$ cat src/sic_pkg.sv
// Behaviour
// - class register low nibble holds a read-only four-bit device class code
// - read-only 16-bit part code, low byte at lower address, high byte next
// - variant register read-only: grade in upper nibble, hardware revision in lower
// - eight-bit test byte reads back the value last written, no other effect
// - read-only byte reports the serial interface standard revision
// - read-only 16-bit maker code, low byte at lower address, high byte next
// - streaming only: nonzero loop length returns address to start after that many bytes
// - loop length is eight bits, so at most 255 bytes per loop
// - loop length zero disables looping; address wraps at register space limits
// - transfer bits 7:6 select lanes, 00 single and 01 dual; host follows
// - keep bit clear: loop length cleared to zero at each transaction end
// - keep bit set: loop length unchanged across transaction ends
// - access-mode input picks streaming (auto step) or single-instruction access
// - direction input: clear steps address down by one, set steps up
package sic_pkg;
   localparam logic [6:0] OFF_CLASS = 7'h03;
   localparam logic [6:0] OFF_PART_LO = 7'h04;
   localparam logic [6:0] OFF_PART_HI = 7'h05;
   localparam logic [6:0] OFF_VARIANT = 7'h06;
   localparam logic [6:0] OFF_TEST = 7'h0a;
   localparam logic [6:0] OFF_VERSION = 7'h0b;
   localparam logic [6:0] OFF_MAKER_LO = 7'h0c;
   localparam logic [6:0] OFF_MAKER_HI = 7'h0d;
   localparam logic [6:0] OFF_LOOP = 7'h0e;
   localparam logic [6:0] OFF_XFER = 7'h0f;
   localparam logic [6:0] ADDR_TOP = 7'h7f;
   localparam int INSTR_RD_BIT = 7;
   localparam int XFER_LANE_HI = 7;
   localparam int XFER_LANE_LO = 6;
   localparam int XFER_KEEP_BIT = 2;
   localparam logic [1:0] LANE_SINGLE = 2'h0;
   localparam logic [1:0] LANE_DUAL = 2'h1;
   localparam logic [7:0] TEST_RST = 8'h00;
   localparam logic [7:0] LOOP_RST = 8'h00;
   localparam logic [1:0] LANE_RST = 2'h0;
   localparam logic KEEP_RST = 1'h0;
   // identity defaults: arbitrary neutral values
   localparam logic [3:0] CLASS_DEF = 4'h1;
   localparam logic [15:0] PART_DEF = 16'h1234;
   localparam logic [3:0] GRADE_DEF = 4'h0;
   localparam logic [3:0] REV_DEF = 4'h1;
   localparam logic [7:0] VERSION_DEF = 8'h10;
   localparam logic [15:0] MAKER_DEF = 16'h00a5;
   typedef enum logic [2:0] {
      ST_IDLE = 3'h1,
      ST_INSTR = 3'h2,
      ST_DATA = 3'h4
   } sic_state_t;
endpackage

$ cat src/sic_link_if.sv
`timescale 1ns/1ps
interface sic_link_if;
   logic [7:0] rx_byte;
   logic rx_valid;
   logic cs_end;
   logic [7:0] tx_byte;
   logic drive;
   logic dual;
   logic [6:0] cur_addr;
   logic [6:0] start_addr;
   logic [6:0] next_addr;
   logic [7:0] loop_len;
   logic [7:0] step_cnt;
   logic ascend;
   logic looped;
   modport shf (output rx_byte, rx_valid, cs_end, input tx_byte, drive, dual);
   modport stp (input cur_addr, start_addr, loop_len, step_cnt, ascend, output next_addr, looped);
   modport ctl (input rx_byte, rx_valid, cs_end, next_addr, looped,
                output tx_byte, drive, dual, cur_addr, start_addr, loop_len, step_cnt, ascend);
endinterface

$ cat src/sic_shifter.sv
`timescale 1ns/1ps
module sic_shifter
   import sic_pkg::*;
(
   input logic clk,
   input logic resetn,
   input logic cs_n,
   input logic sclk,
   input logic [1:0] sdio_i,
   output logic [1:0] sdio_o,
   output logic [1:0] sdio_oe,
   sic_link_if.shf lk
);
   logic sclk_q_r;
   logic cs_q_r;
   logic [2:0] cnt_r;
   logic [7:0] sh_r;
   logic [7:0] out_r;
   logic [7:0] rx_r;
   logic rx_v_r;
   logic [1:0] pin_r;
   logic [1:0] oe_r;

   // sclk is oversampled, so it must stay high and low for two clk periods each
   wire rise = ~cs_n & sclk & ~sclk_q_r;
   wire fall = ~cs_n & ~sclk & sclk_q_r;
   wire [2:0] step = lk.dual ? 3'h2 : 3'h1;
   wire [2:0] cnt_nxt = 3'(cnt_r + step);
   wire byte_done = rise & (cnt_nxt == 3'h0);
   wire [7:0] sh_nxt = lk.dual ? {sh_r[5:0], sdio_i} : {sh_r[6:0], sdio_i[0]};
   wire [7:0] out_shift = lk.dual ? {out_r[5:0], 2'h0} : {out_r[6:0], 1'h0};
   wire [7:0] out_nxt = (cnt_r == 3'h0) ? lk.tx_byte : out_shift;
   wire [1:0] pin_nxt = lk.dual ? out_nxt[7:6] : {out_nxt[7], 1'h0};
   wire [1:0] oe_lanes = lk.dual ? 2'h3 : 2'h2;
   wire [1:0] oe_nxt = (lk.drive & ~cs_n) ? oe_lanes : 2'h0;

   always_ff @(posedge clk)
   begin
      if (!resetn)
      begin
         sclk_q_r <= 1'h0;
         cs_q_r <= 1'h1;
         cnt_r <= 3'h0;
         sh_r <= 8'h00;
         out_r <= 8'h00;
         rx_r <= 8'h00;
         rx_v_r <= 1'h0;
         pin_r <= 2'h0;
         oe_r <= 2'h0;
      end
      else
      begin
         sclk_q_r <= sclk;
         cs_q_r <= cs_n;
         rx_v_r <= byte_done;
         oe_r <= oe_nxt;
         cnt_r <= cs_n ? 3'h0 : (rise ? cnt_nxt : cnt_r);
         sh_r <= rise ? sh_nxt : sh_r;
         rx_r <= byte_done ? sh_nxt : rx_r;
         out_r <= fall ? out_nxt : out_r;
         pin_r <= fall ? pin_nxt : pin_r;
      end
   end

   assign lk.rx_byte = rx_r;
   assign lk.rx_valid = rx_v_r;
   assign lk.cs_end = cs_n & ~cs_q_r;
   assign sdio_o = pin_r;
   assign sdio_oe = oe_r;
endmodule // sic_shifter

$ cat src/sic_addr_step.sv
`timescale 1ns/1ps
module sic_addr_step
   import sic_pkg::*;
(
   sic_link_if.stp lk
);
   wire [6:0] addr_up = 7'(lk.cur_addr + 7'h01);
   wire [6:0] addr_down = 7'(lk.cur_addr - 7'h01);
   // seven-bit arithmetic wraps at 0x00 and the top of the space
   wire [6:0] seq_addr = lk.ascend ? addr_up : addr_down;
   wire [7:0] cnt_inc = 8'(lk.step_cnt + 8'h01);

   assign lk.looped = (lk.loop_len != 8'h00) && (cnt_inc == lk.loop_len);
   assign lk.next_addr = lk.looped ? lk.start_addr : seq_addr;
endmodule // sic_addr_step

$ cat src/sic_regbank.sv
`timescale 1ns/1ps
module sic_regbank
   import sic_pkg::*;
#(
   parameter logic [3:0] CLASS_CODE = CLASS_DEF,
   parameter logic [15:0] PART_CODE = PART_DEF,
   parameter logic [3:0] GRADE_CODE = GRADE_DEF,
   parameter logic [3:0] REV_CODE = REV_DEF,
   parameter logic [7:0] VERSION_CODE = VERSION_DEF,
   parameter logic [15:0] MAKER_CODE = MAKER_DEF
)
(
   input logic clk,
   input logic resetn,
   input logic cs_n,
   input logic sclk,
   input logic [1:0] sdio_i,
   input logic addr_ascend,
   input logic single_instr,
   output logic [1:0] sdio_o,
   output logic [1:0] sdio_oe,
   output logic lane_dual
);
   sic_link_if lk ();

   sic_shifter u_shf (
      .clk(clk),
      .resetn(resetn),
      .cs_n(cs_n),
      .sclk(sclk),
      .sdio_i(sdio_i),
      .sdio_o(sdio_o),
      .sdio_oe(sdio_oe),
      .lk(lk.shf)
   );

   sic_addr_step u_stp (
      .lk(lk.stp)
   );

   sic_state_t state_r;
   sic_state_t state_nxt;
   logic rd_r;
   logic [6:0] addr_r;
   logic [6:0] start_r;
   logic [7:0] cnt_r;
   logic [7:0] tx_r;
   logic drive_r;
   logic dual_r;
   logic [7:0] test_r;
   logic [7:0] loop_r;
   logic [1:0] lane_r;
   logic keep_r;

   function automatic logic [7:0] rd_mux(input logic [6:0] a);
      logic [7:0] v;
      v = 8'h00;
      case (a)
         OFF_CLASS: v = {4'h0, CLASS_CODE};
         OFF_PART_LO: v = PART_CODE[7:0];
         OFF_PART_HI: v = PART_CODE[15:8];
         OFF_VARIANT: v = {GRADE_CODE, REV_CODE};
         OFF_TEST: v = test_r;
         OFF_VERSION: v = VERSION_CODE;
         OFF_MAKER_LO: v = MAKER_CODE[7:0];
         OFF_MAKER_HI: v = MAKER_CODE[15:8];
         OFF_LOOP: v = loop_r;
         OFF_XFER: v = {lane_r, 3'h0, keep_r, 2'h0};
         default: v = 8'h00;
      endcase
      return v;
   endfunction

   // byte classification
   wire stream = ~single_instr;
   wire instr_take = lk.rx_valid & (state_r != ST_DATA);
   wire data_take = lk.rx_valid & (state_r == ST_DATA);
   wire step_take = data_take & stream;
   wire wr_take = data_take & ~rd_r;
   wire wr_test = wr_take & (addr_r == OFF_TEST);
   wire wr_loop = wr_take & (addr_r == OFF_LOOP);
   wire wr_xfer = wr_take & (addr_r == OFF_XFER);
   wire len_clear = lk.cs_end & ~keep_r;

   // read data for the byte the host will clock out next
   wire [7:0] rdata_instr = rd_mux(lk.rx_byte[6:0]);
   wire [7:0] rdata_next = rd_mux(lk.next_addr);

   // a loop of length one rereads the old value if that byte was just written
   wire [6:0] addr_nxt = instr_take ? lk.rx_byte[6:0] :
                         (step_take ? lk.next_addr : addr_r);
   wire [7:0] cnt_inc = 8'(cnt_r + 8'h01);
   wire [7:0] cnt_step = lk.looped ? 8'h00 : cnt_inc;
   wire [7:0] cnt_nxt = instr_take ? 8'h00 : (step_take ? cnt_step : cnt_r);
   wire [7:0] tx_nxt = instr_take ? rdata_instr : (step_take ? rdata_next : tx_r);
   wire drive_keep = (data_take & single_instr) ? 1'h0 : drive_r;
   wire drive_set = instr_take ? lk.rx_byte[INSTR_RD_BIT] : drive_keep;
   wire drive_nxt = lk.cs_end ? 1'h0 : drive_set;
   wire [7:0] loop_nxt = wr_loop ? lk.rx_byte : (len_clear ? 8'h00 : loop_r);
   wire [1:0] lane_nxt = wr_xfer ? lk.rx_byte[XFER_LANE_HI:XFER_LANE_LO] : lane_r;
   wire keep_nxt = wr_xfer ? lk.rx_byte[XFER_KEEP_BIT] : keep_r;
   // lane mode only changes between transactions so a frame never switches mid-byte
   wire dual_nxt = (state_r == ST_IDLE) ? (lane_r == LANE_DUAL) : dual_r;

   always_comb
   begin
      state_nxt = state_r;
      unique case (state_r)
         ST_IDLE,
         ST_INSTR:
         begin
            if (lk.rx_valid)
               state_nxt = ST_DATA;
         end
         ST_DATA:
         begin
            if (lk.rx_valid & single_instr)
               state_nxt = ST_INSTR;
         end
      endcase
      if (lk.cs_end)
         state_nxt = ST_IDLE;
   end

   always_ff @(posedge clk)
   begin
      if (!resetn)
      begin
         state_r <= ST_IDLE;
         rd_r <= 1'h0;
         addr_r <= 7'h00;
         start_r <= 7'h00;
         cnt_r <= 8'h00;
         tx_r <= 8'h00;
         drive_r <= 1'h0;
         dual_r <= 1'h0;
      end
      else
      begin
         state_r <= state_nxt;
         rd_r <= instr_take ? lk.rx_byte[INSTR_RD_BIT] : rd_r;
         addr_r <= addr_nxt;
         start_r <= instr_take ? lk.rx_byte[6:0] : start_r;
         cnt_r <= cnt_nxt;
         tx_r <= tx_nxt;
         drive_r <= drive_nxt;
         dual_r <= dual_nxt;
      end
   end

   always_ff @(posedge clk)
   begin
      if (!resetn)
      begin
         test_r <= TEST_RST;
         loop_r <= LOOP_RST;
         lane_r <= LANE_RST;
         keep_r <= KEEP_RST;
      end
      else
      begin
         test_r <= wr_test ? lk.rx_byte : test_r;
         loop_r <= loop_nxt;
         lane_r <= lane_nxt;
         keep_r <= keep_nxt;
      end
   end

   assign lk.tx_byte = tx_r;
   assign lk.drive = drive_r;
   assign lk.dual = dual_r;
   assign lk.cur_addr = addr_r;
   assign lk.start_addr = start_r;
   assign lk.loop_len = loop_r;
   assign lk.step_cnt = cnt_r;
   assign lk.ascend = addr_ascend;
   assign lane_dual = dual_r;
endmodule // sic_regbank

$ cat config.mk
export PLATFORM = sky130hd
export DESIGN_NAME = sic_regbank
export DESIGN_NICKNAME = d
export VERILOG_FILES = /design/src/sic_pkg.sv /design/src/sic_link_if.sv /design/src/sic_shifter.sv /design/src/sic_addr_step.sv /design/src/sic_regbank.sv
export SDC_FILE = /design/constraint.sdc
export NUM_CORES = 1
export LEC_CHECK = 0
export BUFFER_PORTS_ARGS = -buffer_cell sky130_fd_sc_hd__buf_2
export CORE_MARGIN = 1
export CORE_UTILIZATION = 30
export DETAILED_ROUTE_END_ITERATION = 10
export PLACE_DENSITY = 0.52
export SLEW_MARGIN = 20
export SYNTH_ARGS = -nofsm -noshare
export SYNTH_HDL_FRONTEND = slang
export SYNTH_HIERARCHICAL = 1
export SYNTH_SLANG_ARGS = --single-unit
$ cat constraint.sdc
create_clock -name clk -period 10.8 [get_ports clk]
set_clock_uncertainty 0.2 [all_clocks]
set_input_delay 3.24 -clock clk [delete_from_list [all_inputs] [get_ports clk]]
set_output_delay 3.24 -clock clk [all_outputs]
set_load 0.05 [all_outputs]
=== After elaboration in Yosys (flattened, before gate mapping) ===
Index checks and enable logic that the tools add are counted.

* Register bits: 87
* Output and inout bits: 5
* Word-level logic and storage cells: 116

* Bitwise logic cells: 25
* Muxes and demuxes: 22
* Reductions and logical operators: 15
* Add/subtract/negate cells: 4
* Equal/unequal tests: 29

{| class="wikitable"
|+ Operators by type and width
! kind !! count
|-
| one-hot mux 8 bit (8 select lines) || 2
|-
| equality test 7 x 4 -> 1 bit, second input constant || 13
|-
| 2-to-1 mux 8 bit || 8
|-
| equality test 7 x 3 -> 1 bit, second input constant || 6
|-
| 2-to-1 mux 7 bit || 4
|-
| AND 1 bit || 17
|-
| equality test 7 x 2 -> 1 bit, second input constant || 2
|-
| OR reduction 2 bit || 6
|-
| adder 8 x 1 -> 8 bit, second input constant || 1
|-
| equality test 8 bit || 1
|-
| inverter 1 bit || 8
|-
| nonzero test 8 bit || 1
|-
| adder 7 x 1 -> 7 bit, second input constant || 1
|-
| subtractor 7 x 1 -> 7 bit, second input constant || 1
|-
| logical NOT 3 bit || 2
|-
| 2-to-1 mux 3 bit || 2
|-
| one-hot mux 3 bit (2 select lines) || 1
|-
| nonzero test 2 bit || 3
|-
| 2-to-1 mux 1 bit || 4
|-
| inequality test 2 x 1 -> 1 bit, second input constant || 2
|-
| AND reduction 2 bit || 2
|-
| adder 3 bit || 1
|-
| equality test 3 x 1 -> 1 bit, second input constant || 1
|-
| equality test 3 x 2 -> 1 bit, second input constant || 1
|-
| other kinds (5) || 5
|}

=== Longest topological paths before layout ===
Gate-level depths: netlist of the first run.

* Depth after elaboration: 9
* Depth in mapped cells: 15
* Gate-level depth less buffers: 12

=== Hierarchy ===
The synthesis of the first run kept the hierarchy.

{| class="wikitable"
|+ By module, submodules not included
! module !! cells each !! seq. area each (um^2) !! times used !! area an instance (um^2)
|-
| sic_regbank || 341 || 1101.1 || 1 || 2832.7
|-
| sic_shifter || 155 || 640.6 || 1 || 1487.7
|-
| sic_addr_step || 68 || 0.0 || 1 || 554.3
|}

=== Least setup slack after synthesis of the first run ===
Ideal clock, no wire load.

* Path type: input -> register
* From: input port addr_ascend
* To: register tx_r[6] (netlist: lk.tx_byte[6])
* Stages: 12
* Setup slack: 4924 ps
* Arrival time: 5602 ps
* Cell sequence: inv_1 > fa_1 > a21o_1 > a21oi_1 > o21bai_1 > a21oi_1 > xnor2_1 > mux2_2 > or3_1 > a211oi_4 > nand4_1 > a31oi_1

* Cells in the longest elaborated chain, start to end: 7

{| class="wikitable"
|+ RTL lines
! item !! RTL line !! source
|-
| from (decl) || sic_regbank.sv:18 || <nowiki>input logic addr_ascend,</nowiki>
|-
| 2-to-1 mux 7 bit (*) || sic_addr_step.sv:10 || <nowiki>wire [6:0] seq_addr = lk.ascend ? addr_up : addr_down;</nowiki>
|-
| 2-to-1 mux 7 bit (*) || sic_addr_step.sv:14 || <nowiki>assign lk.next_addr = lk.looped ? lk.start_addr : seq_addr;</nowiki>
|-
| via lk.next_addr[6] || sic_link_if.sv:11 || <nowiki>logic [6:0] next_addr;</nowiki>
|-
| equality test 7 x 3 -> 1 bit / equality test 7 x 2 -> 1 bit (equally long branches) || sic_regbank.sv:58 || <nowiki>case (a)</nowiki>
|-
| OR reduction 2 bit (no source line) || -- ||
|-
| one-hot mux 8 bit (8 select lines) (*) || sic_regbank.sv:58 ||
|-
| 2-to-1 mux 8 bit (*) (2 in series) || sic_regbank.sv:95 || <nowiki>wire [7:0] tx_nxt = instr_take ? rdata_instr : (step_take ? rdata_next : tx_r);</nowiki>
|-
| to (signal assigned) || sic_regbank.sv:145 || <nowiki>tx_r <= tx_nxt;</nowiki>
|-
| to (decl) || sic_regbank.sv:47 || <nowiki>logic [7:0] tx_r;</nowiki>
|}

Mark *: on every way through the listed nets, which the timed path passes. The rest lies on a longest branch. The select of a mux whose other input is x is not followed.
A chain may end at the register's enable or synchronous reset.

=== Final worst setup path of the first run ===
* From: input port addr_ascend
* To: register tx_r[2] (netlist: lk.tx_byte[2])

Same word-level chain as after synthesis.

==> out/metrics.yaml, run 1 <==
post_cts_resized: 0
finalCriticalPeriod_ps: 6050
n_antenna_cell: 0
via_per_inst: 5.24
cts_made_buffers: 9
cp.required_ps: 10870
grt_max_degree: 81
synthFlopType: "dfxtp_1"
cts_tree: "yes"
hold_path_class: "flip-flop to flip-flop"
setup_viol: 0
hold_buffers: 0
ios: 13
crit_type: "input port to flip-flop"
vias: 4051
critical_path_depth: 13
crit_buf_inv: 2
grt_pass1_vias: 3797
vdd_drop_max_mv: 0.0783
clock_sinks: 87
antenna_found_initial: 0
io_buffers: 12
die_h_um: 129
seq_area_frac_synth_pct: 35.7
reg2reg_from: "cnt_r[0]"
synth_cell_types: 70
syn_to_final_growth_pct: 10.3
syn_avg_cell_area_um2: 8.64
antenna_left: 0
slew_viol_final: 0
synth_xor_area_share_pct: 4.29
place_congestion: 0.815
fin_crit_sh_pct: 56.1
yosys.area_share.simple_pct: 25.0
leakagePower_nw: 1.96
yosys_warnings: 6
first_pass_iters: 7
wirelength_um: 12200
routedWlPerCell_um: 15.8
setup.worst_path.start: "addr_ascend"
start_util_pct: 30.7
grt_usage_pct: 15.5
worstPathArrival_ps: 6120
synthesis.area_um2: 4870
timing.rr.end: "lk.tx_byte[2]"
worstMarginPinSlew_ps: 1020
min-delay-start: "drive_r"
cts_setup_buffers: 0
power_density_nw_per_um2: 128
cpMaxStageDelayCell: "a211oi_4"
synthMuxAreaShare_pct: 9.96
die_area_um2: 16800
fmax_mhz: 165
startpoint_type: "input port"
root_buffer: "clkbuf_16"
synth_edf_count: 0
hold_viol_final: 0
endpoint: "lk.tx_byte[2]"
outcome: "finished clean"
setup_tns_ps: 0
synthCells: 564
drt-initial-drc-count: 288
rsz0062_at_grt: "no"
cp_max_fo: 8
core_um2: 15900
h-tree-depth: 3
syn-num-nets: 582
cap_violations: 0
rrSetupSlack_ps: 7040
synthArstFlopShare_pct: 0
reg2regPathDepth: 11
critPathMaxStageDelay_ps: 480
cp-end-kind: "flip-flop"
grt_pass1_wl_um: 20100
cts_buffer_depth: 2
hpwl_um: 8250
cp_cell_sequence: "buf_2, inv_1, fa_1, a21o_1, a21oi_1, o21bai_1, a21oi_1, xnor2_1, mux2_2, or3_1, a211oi_4, o21ai_1, a31oi_1"
relSlewSlack_pct: 31.2
overflow: 0
synthAdderAreaFrac_pct: 2.87
drc: 0
layout.nets: 570
crit_top_cell: "a21oi_1"
drive_above_1_share_pct: 10.1
fp-row-count: 46
insertion_delay_ps: 350
crit_family: "compound AO/OA/AOI/OAI gates"
finalPower_w: 0.000686
synth_compound_gate_area_share_pct: 17.4
die_w_um: 129
synth_top_family_by_area: "simple AND/OR/NAND/NOR gates"
clk_pin_slew_ps: 70
synth_seq_cells: 87
report_power, final:
part           leakage, nW  internal [W]  switching, W
combinational         1.10     0.0000127     0.0000203
sequential           0.702      0.000323    0.00000257
clock                0.156      0.000194      0.000134
cell families after synthesis:
logic type,Yosys count
AOI/OAI and AO/OA,119
xor gates and xnor gates,23
adders and majority gates,10
buffers and inverters,54
DFF,87
muxes,47
and+or+nand+nor,224
flip-flops by register name (all words and copies together) (netlist names), 2 cells and up:
register / cells
lk.start_addr: 7
test_r: 8
lk.loop_len: 8
u_shf/lk.rx_byte: 8
u_shf/sh_r: 7
u_shf/out_r: 7
u_shf/cnt_r: 3
lane_r: 2
lk.tx_byte: 8
addr_r: 7
state_r: 3
cnt_r: 8
u_shf/sdio_o: 2
u_shf/sdio_oe: 2
per-stage QoR:
| stage | instance area, um2 | util [%] | std cells | setup slack [ps] | hold WS [ps] |
|---|---|---|---|---|---|
| after floorplan | 4870 | - | 564 | 4920 | 231 |
| after global placement | 5060 | 31.9 | 757 | 4570 | 252 |
| after detailed placement | 5060 | 31.9 | 757 | 4410 | 259 |
| after CTS | 5380 | 33.9 | 773 | 4800 | 272 |
| after global routing | 5380 | 33.9 | 773 | 4550 | 299 |
| final | 5380 | 33.9 | 773 | 4750 | 269 |
layout by cell type, fill, tap and decap left out, types with 4 or more instances in the layout:
cell type	count
nor3b_1	7
xnor2_1	11
or3_1	6
clkbuf_16	9
buf_2	12
a222oi_1	7
nand2b_1	10
nand2_1	67
nor2b_1	38
o21ai_1	4
o21ai_0	24
inv_1	15
nand3_1	22
nor2_1	28
nor3_1	6
o32ai_1	7
nand4_1	10
o211a_1	4
buf_4	4
ha_1	8
dfxtp_1	87
a21boi_0	17
a211oi_1	9
and2_1	5
xor2_1	11
a31oi_1	9
mux2_2	12
a21oi_1	14
mux2i_1	35
final cells by class:
type	count	area [um2]
fillers	1685	10500
multi-input cells	423	2900
clock buffers	11	253
repair buffers	16	90.1
well taps	216	270
clock inverters	5	65.1
inverters	15	56.3
flip-flops and latches	87	1740
cells in the mapped netlist, drive strengths merged (8+ instances only):
| master | count | area (um2) |
|---|---|---|
| buf | 15 | 85.1 |
| inv | 15 | 56.3 |
| nor3b | 9 | 83.8 |
| xor2 | 12 | 113 |
| mux2 | 12 | 135 |
| a21boi | 17 | 128 |
| dfxtp | 87 | 1740 |
| a31oi | 9 | 56.3 |
| xnor2 | 11 | 96.3 |
| mux2i | 35 | 350 |
| nand2b | 10 | 62.6 |
| clkbuf | 24 | 90.1 |
| nand4 | 11 | 75.1 |
| a21oi | 14 | 70.1 |
| ha | 8 | 100 |
| a211oi | 11 | 100 |
| nor2 | 28 | 105 |
| nand2 | 67 | 251 |
| nor2b | 38 | 238 |
| nand3 | 23 | 128 |
| o21ai | 28 | 140 |
per-layer routing:
| metal | up-vias | routed length (um) | global-route usage, % |
|---|---|---|---|
| met3 | 13 | 807 | 4.17 |
| met1 | 1923 | 5760 | 20.9 |
| met2 | 118 | 5480 | 24.3 |
| met4 | 0 | 135 | 4.79 |
| met5 | - | 0 | 0 |
| li1 | 1997 | - | - |
tightest hold or removal path, cell delays in order, from the launching register on:
cell and delay [ps]:
dfxtp_1 320, inv_1 70, nor2_1 40
worst min-delay path by stage:
stage                           to  slack [ps]  cells past startpoint
6_report          u_shf/sdio_oe[1]         270                      2
5_1_grt           lk.start_addr[4]         300                      2
4_1_cts           lk.start_addr[0]         270                      2
3_5_place_dp      u_shf/sdio_oe[1]         260                      2
3_3_place_gp      lk.start_addr[1]         250                      2
2_1_floorplan  u_shf/lk.rx_byte[0]         230                      2
Power figures use the tool's default switching activity.
==> run 2, diff against run 1 <==
--- a/config.mk
+++ b/config.mk
@@ -5,6 +5,7 @@
 export SDC_FILE = /design/constraint.sdc
 export NUM_CORES = 1
 export LEC_CHECK = 0
+export ABC_AREA = 1
 export BUFFER_PORTS_ARGS = -buffer_cell sky130_fd_sc_hd__buf_2
 export CORE_MARGIN = 1
 export CORE_UTILIZATION = 30
==> constraint.sdc (replaced) <==
create_clock -name clk -period 5.6 [get_ports clk]
set_clock_uncertainty 0.2 [all_clocks]
set_input_delay 1.68 -clock clk [delete_from_list [all_inputs] [get_ports clk]]
set_output_delay 1.68 -clock clk [all_outputs]
set_load 0.05 [all_outputs]
==> run 2 against run 1 <==
Compared with the run above:
- synthesized area grew 8.0%
- design area grew 6.7%
- cell count grew 33%
- non-clock buffer count shrank 1
- die area grew 7.8%
- via count grew 18%
- clock power grew 74%
- power grew 86%
- clock-buffer cell count shrank 1
- worst setup slack lost 3100 ps
- global-route usage grew 0.42 points
- sequential power grew 94%
- largest cell class unchanged
- largest power group is now registers
==> out/metrics.yaml, run 2 <==
outcome: "finished clean"
antenna_found_initial: 0
yosysMostFrequentCell: "nand2_1"
layout_commonest_cell: "nand2_1"
fp-row-count: 48
overflow: 0
synth_area_leader_cell: "dfxtp_1"
cts_tree: "yes"
vias: 4798
die_area_um2: 18100
crit_type: "input port to flip-flop"
ios: 13
startpoint_type: "input port"
core_um2: 17200
hpwl_um: 9800
via_per_inst: 4.66
synth_area_leaders: "dfxtp_1, nand2_1, nand3_1"
h-tree-depth: 3
reg2regPathDepth: 20
clock_sinks: 87
cp-end-kind: "flip-flop"
grt_usage_pct: 16.0
power_density_nw_per_um2: 222
hold_depth: 2
relSlewSlack_pct: 62.4
cts_setup_buffers: 0
grt_max_degree: 27
start_util_pct: 30.5
worstMarginPinSlew_ps: 564
hold_buffers: 0
finalCriticalPeriod_ps: 3990
rsz0062_at_grt: "no"
ys_top_cells_by_count: "nand2_1, inv_1, nand3_1, dfxtp_1, nor2_1"
worstPathArrival_ps: 4090
fmax_mhz: 251
syn_avg_cell_area_um2: 6.59
fin_area_um2: 5740
syn_to_final_growth_pct: 9.01
synth_seq_cells: 87
layout.nets: 818
drive_above_1_share_pct: 10.9
synthCells: 798
hold_viol_final: 0
seq_area_frac_synth_pct: 33.1
root_buffer: "clkbuf_16"
slew_viol_final: 0
antenna_left: 0
synth_edf_count: 0
post_cts_resized: 0
yosys_warnings: 6
cts_made_buffers: 9
insertion_delay_ps: 350
die_h_um: 134
routedWlPerCell_um: 12.9
syn-num-nets: 816
io_buffers: 12
finalPower_w: 0.00128
synthFlopType: "dfxtp_1"
first_pass_iters: 6
hold_path_class: "flip-flop to flip-flop"
synth_top_area_share_pct: 33.1
cp.required_ps: 5700
fin_crit_sh_pct: 71.2
layout_common_cells: "nand2_1, inv_1, nand3_1"
cts_buffer_depth: 2
cap_violations: 0
dpl-instance-area_um2: 5460
synthesis.area_um2: 5260
cp_max_fo: 14
grt_pass1_vias: 4577
grt_pass1_wl_um: 22800
drt-initial-drc-count: 232
wirelength_um: 13200
synthArstFlopShare_pct: 0
setup_viol: 0
die_w_um: 134
place_congestion: 0.859
synth_cell_types: 45
clk_pin_slew_ps: 60
leakagePower_nw: 2.58
vdd_drop_max_mv: 0.180
n_antenna_cell: 0
drc: 0
setup_tns_ps: 0
-- run 2: kinds of logic (layout without fill, tap and decap cells) --
kind of cell	after synthesis	after routing	synth area share, %
buf+inv	143	150	11.9
xor+xnor	13	13	2.31
flops	87	87	33.1
fa+ha+maj	10	10	2.66
compound gates	110	110	11.7
simple gates	435	435	38.4
-- run 2: cell type report --
type | count | area (um2)
clock buffers | 10 | 229
well taps | 225 | 282
clock inverters | 6 | 43.8
repair buffers | 15 | 82.6
fillers | 1910 | 11500
flip-flops and latches | 87 | 1740
multi-input cells | 568 | 2900
inverters | 119 | 463
-- run 2: per-stage QoR --
stage | worst slack, ps | hold slack, ps | cells | util, %
after floorplan | 1840 | 221 | 798 | -
after global placement | 1350 | 232 | 1014 | 31.7
after detailed placement | 1270 | 237 | 1014 | 31.7
after CTS | 1630 | 246 | 1030 | 33.3
after global routing | 1260 | 270 | 1030 | 33.3
final | 1610 | 242 | 1030 | 33.3
-- run 2: final timing paths --
path | startpoint | endpoint | slack [ps]
worst max-delay path | addr_ascend | lk.tx_byte[2] | 1610
worst min-delay path | u_shf/sh_r[6] | u_shf/sh_r[6] | 240
worst max register to register | cnt_r[0] | lk.tx_byte[2] | 2500
worst min register to register | u_shf/sh_r[6] | u_shf/sh_r[6] | 240
-- run 2: layer usage --
layer	routed length (um)	up-vias	track usage (%)
li1	-	2545	-
met1	6640	2164	21.1
met2	5950	77	26.1
met3	464	12	2.91
met4	191	0	5.43
met5	0	-	0
-- run 2: power by group --
group | switching, W | internal [W] | leakage, nW | total, W
sequential | 0.00000478 | 0.000626 | 0.703 | 0.000631
clock | 0.000267 | 0.000303 | 0.133 | 0.000571
combinational | 0.0000530 | 0.0000216 | 1.74 | 0.0000746
-- run 2: worst max-delay path, stage by stage --
cell,delay (ps)
buf_2,110
inv_1,170
ha_1,350
a21o_1,220
nand2_1,60
nand3_1,80
xor2_1,150
nand2_1,70
nand2_1,40
inv_1,80
nand2_1,70
nor2_2,440
nand3_1,200
nand2_1,110
o21ai_0,70
nand3_1,90
nand2_1,60
inv_1,50
==> run 3, diff against run 2 <==
--- a/config.mk
+++ b/config.mk
@@ -10,7 +10,7 @@
 export CORE_MARGIN = 1
 export CORE_UTILIZATION = 30
 export DETAILED_ROUTE_END_ITERATION = 10
-export PLACE_DENSITY = 0.52
+export PLACE_DENSITY = 0.54
 export SLEW_MARGIN = 20
 export SYNTH_ARGS = -nofsm -noshare
 export SYNTH_HDL_FRONTEND = slang
==> constraint.sdc (replaced) <==
create_clock -name clk -period 3.4 [get_ports clk]
set_clock_uncertainty 0.2 [all_clocks]
set_input_delay 1.02 -clock clk [delete_from_list [all_inputs] [get_ports clk]]
set_output_delay 1.02 -clock clk [all_outputs]
set_load 0.05 [all_outputs]
==> run 3 against run 2 <==
Compared with the run above:
- die area is the same
- global-route usage decreased by 0.16 points
- clock power increased by 71%
- register-to-register slack got worse by 2100 ps
- clock-buffer cell count is the same
- cell count rose by 1.2%
- non-clock buffer count up 12
- power increased by 68%
- core utilization grew 0.70 points
- first-iteration DRC count grew 13%
==> out/metrics.yaml, run 3 (synthesized netlist as in run 2, its figures left out) <==
power_density_nw_per_um2: 366
cp_max_fo: 5
layout_commonest_cell: "nand2_1"
antenna_left: 0
finalCriticalPeriod_ps: 3070
crit_type: "input port to flip-flop"
cap_violations: 0
syn_to_final_growth_pct: 11.3
grt_pass1_vias: 4540
fp-row-count: 48
cts_made_buffers: 9
hold_viol_final: 0
finalPower_w: 0.00214
place_congestion: 0.891
drt-initial-drc-count: 261
hold_path_class: "flip-flop to flip-flop"
layout.nets: 830
fmax_mhz: 325
fin_area_um2: 5860
die_h_um: 134
clk_pin_slew_ps: 70
die_area_um2: 18100
start_util_pct: 30.5
outcome: "finished clean"
cts_tree: "yes"
leakagePower_nw: 2.64
final_cell_count_no_fill: 1042
routedWlPerCell_um: 12.7
cts_setup_buffers: 0
dpl-instance-area_um2: 5570
overflow: 0
dpl.cell_count: 1026
antenna_found_initial: 0
root_buffer: "clkbuf_16"
vdd_drop_max_mv: 0.232
vias: 4781
post_cts_resized: 0
fin_crit_sh_pct: 90.4
core_um2: 17200
wirelength_um: 13200
hold_buffers: 0
grt_pass1_wl_um: 22400
layout_common_cells: "nand2_1, inv_1, nand3_1"
setup_viol: 0
cp.required_ps: 3500
cp-end-kind: "flip-flop"
drive_above_1_share_pct: 12.5
grt_max_degree: 24
worstPathArrival_ps: 3170
io_buffers: 12
startpoint_type: "input port"
first_pass_iters: 5
hpwl_um: 9920
via_per_inst: 4.59
drc: 0
slew_viol_final: 0
insertion_delay_ps: 350
grt_usage_pct: 15.8
h-tree-depth: 3
ios: 13
n_antenna_cell: 0
rsz0062_at_grt: "no"
worstMarginPinSlew_ps: 495
cts_buffer_depth: 2
die_w_um: 134
relSlewSlack_pct: 66.9
clock_sinks: 87
[run 3: cell types whose count changed in the layout (fill, tap and decap cells not counted), sizes merged]
cell,previous run,this run
buf,15,27
clkinv,9,8
clkinvlp,1,2
[run 3: power by group]
group          switching [W]  internal [W]
clock network       0.000450      0.000526
logic              0.0000888     0.0000418
registers         0.00000788       0.00103
[run 3: final timing paths]
path,slack [ps],cells past startpoint,startpoint,endpoint
worst max register to register,400,20,cnt_r[0],lk.tx_byte[0]
worst max-delay path,330,17,addr_ascend,lk.tx_byte[0]
worst min register to register,250,2,u_shf/sh_r[6],u_shf/sh_r[6]
worst min-delay path,250,2,u_shf/sh_r[6],u_shf/sh_r[6]
[run 3: area by class of cell]
type	count	area (um2)
fill	1921	11400
multi-input combinational	568	2900
sequential	87	1740
inverter	119	463
tap	225	282
clock buffer	10	239
timing repair buffer	27	185
clock inverter	6	52.6
[run 3: stage by stage]
step           setup WS [ps]  setup TNS (ps)  hold WS [ps]  utilization, %
4_1_cts                  293               0           249            34.0
3_5_place_dp           -23.8           -52.6           236            32.3
3_3_place_gp           -13.1           -37.0           230            32.3
2_1_floorplan            303               0           221               -
5_1_grt                 69.1               0           261            34.0
6_report                 326               0           246            34.0
[run 3: critical path, stage by stage]
cell	delay, ps
buf_2	110
inv_2	70
ha_1	290
a21o_1	190
a31oi_1	190
xnor2_1	170
nand2_1	100
nand2_1	150
nand2_1	130
nor2_1	170
buf_4	140
nand3_1	70
nand2_1	60
o21ai_0	100
nand3_1	100
nand2_1	60
inv_1	50
[run 3: per-layer routing]
layer	global-route usage [%]	part of all wire (%)	vias to the layer above
met5	0	0	-
met4	5.24	1.4	0
met3	3.97	4.1	12
met2	25.0	45	77
met1	20.9	50	2124
li1	-	-	2568
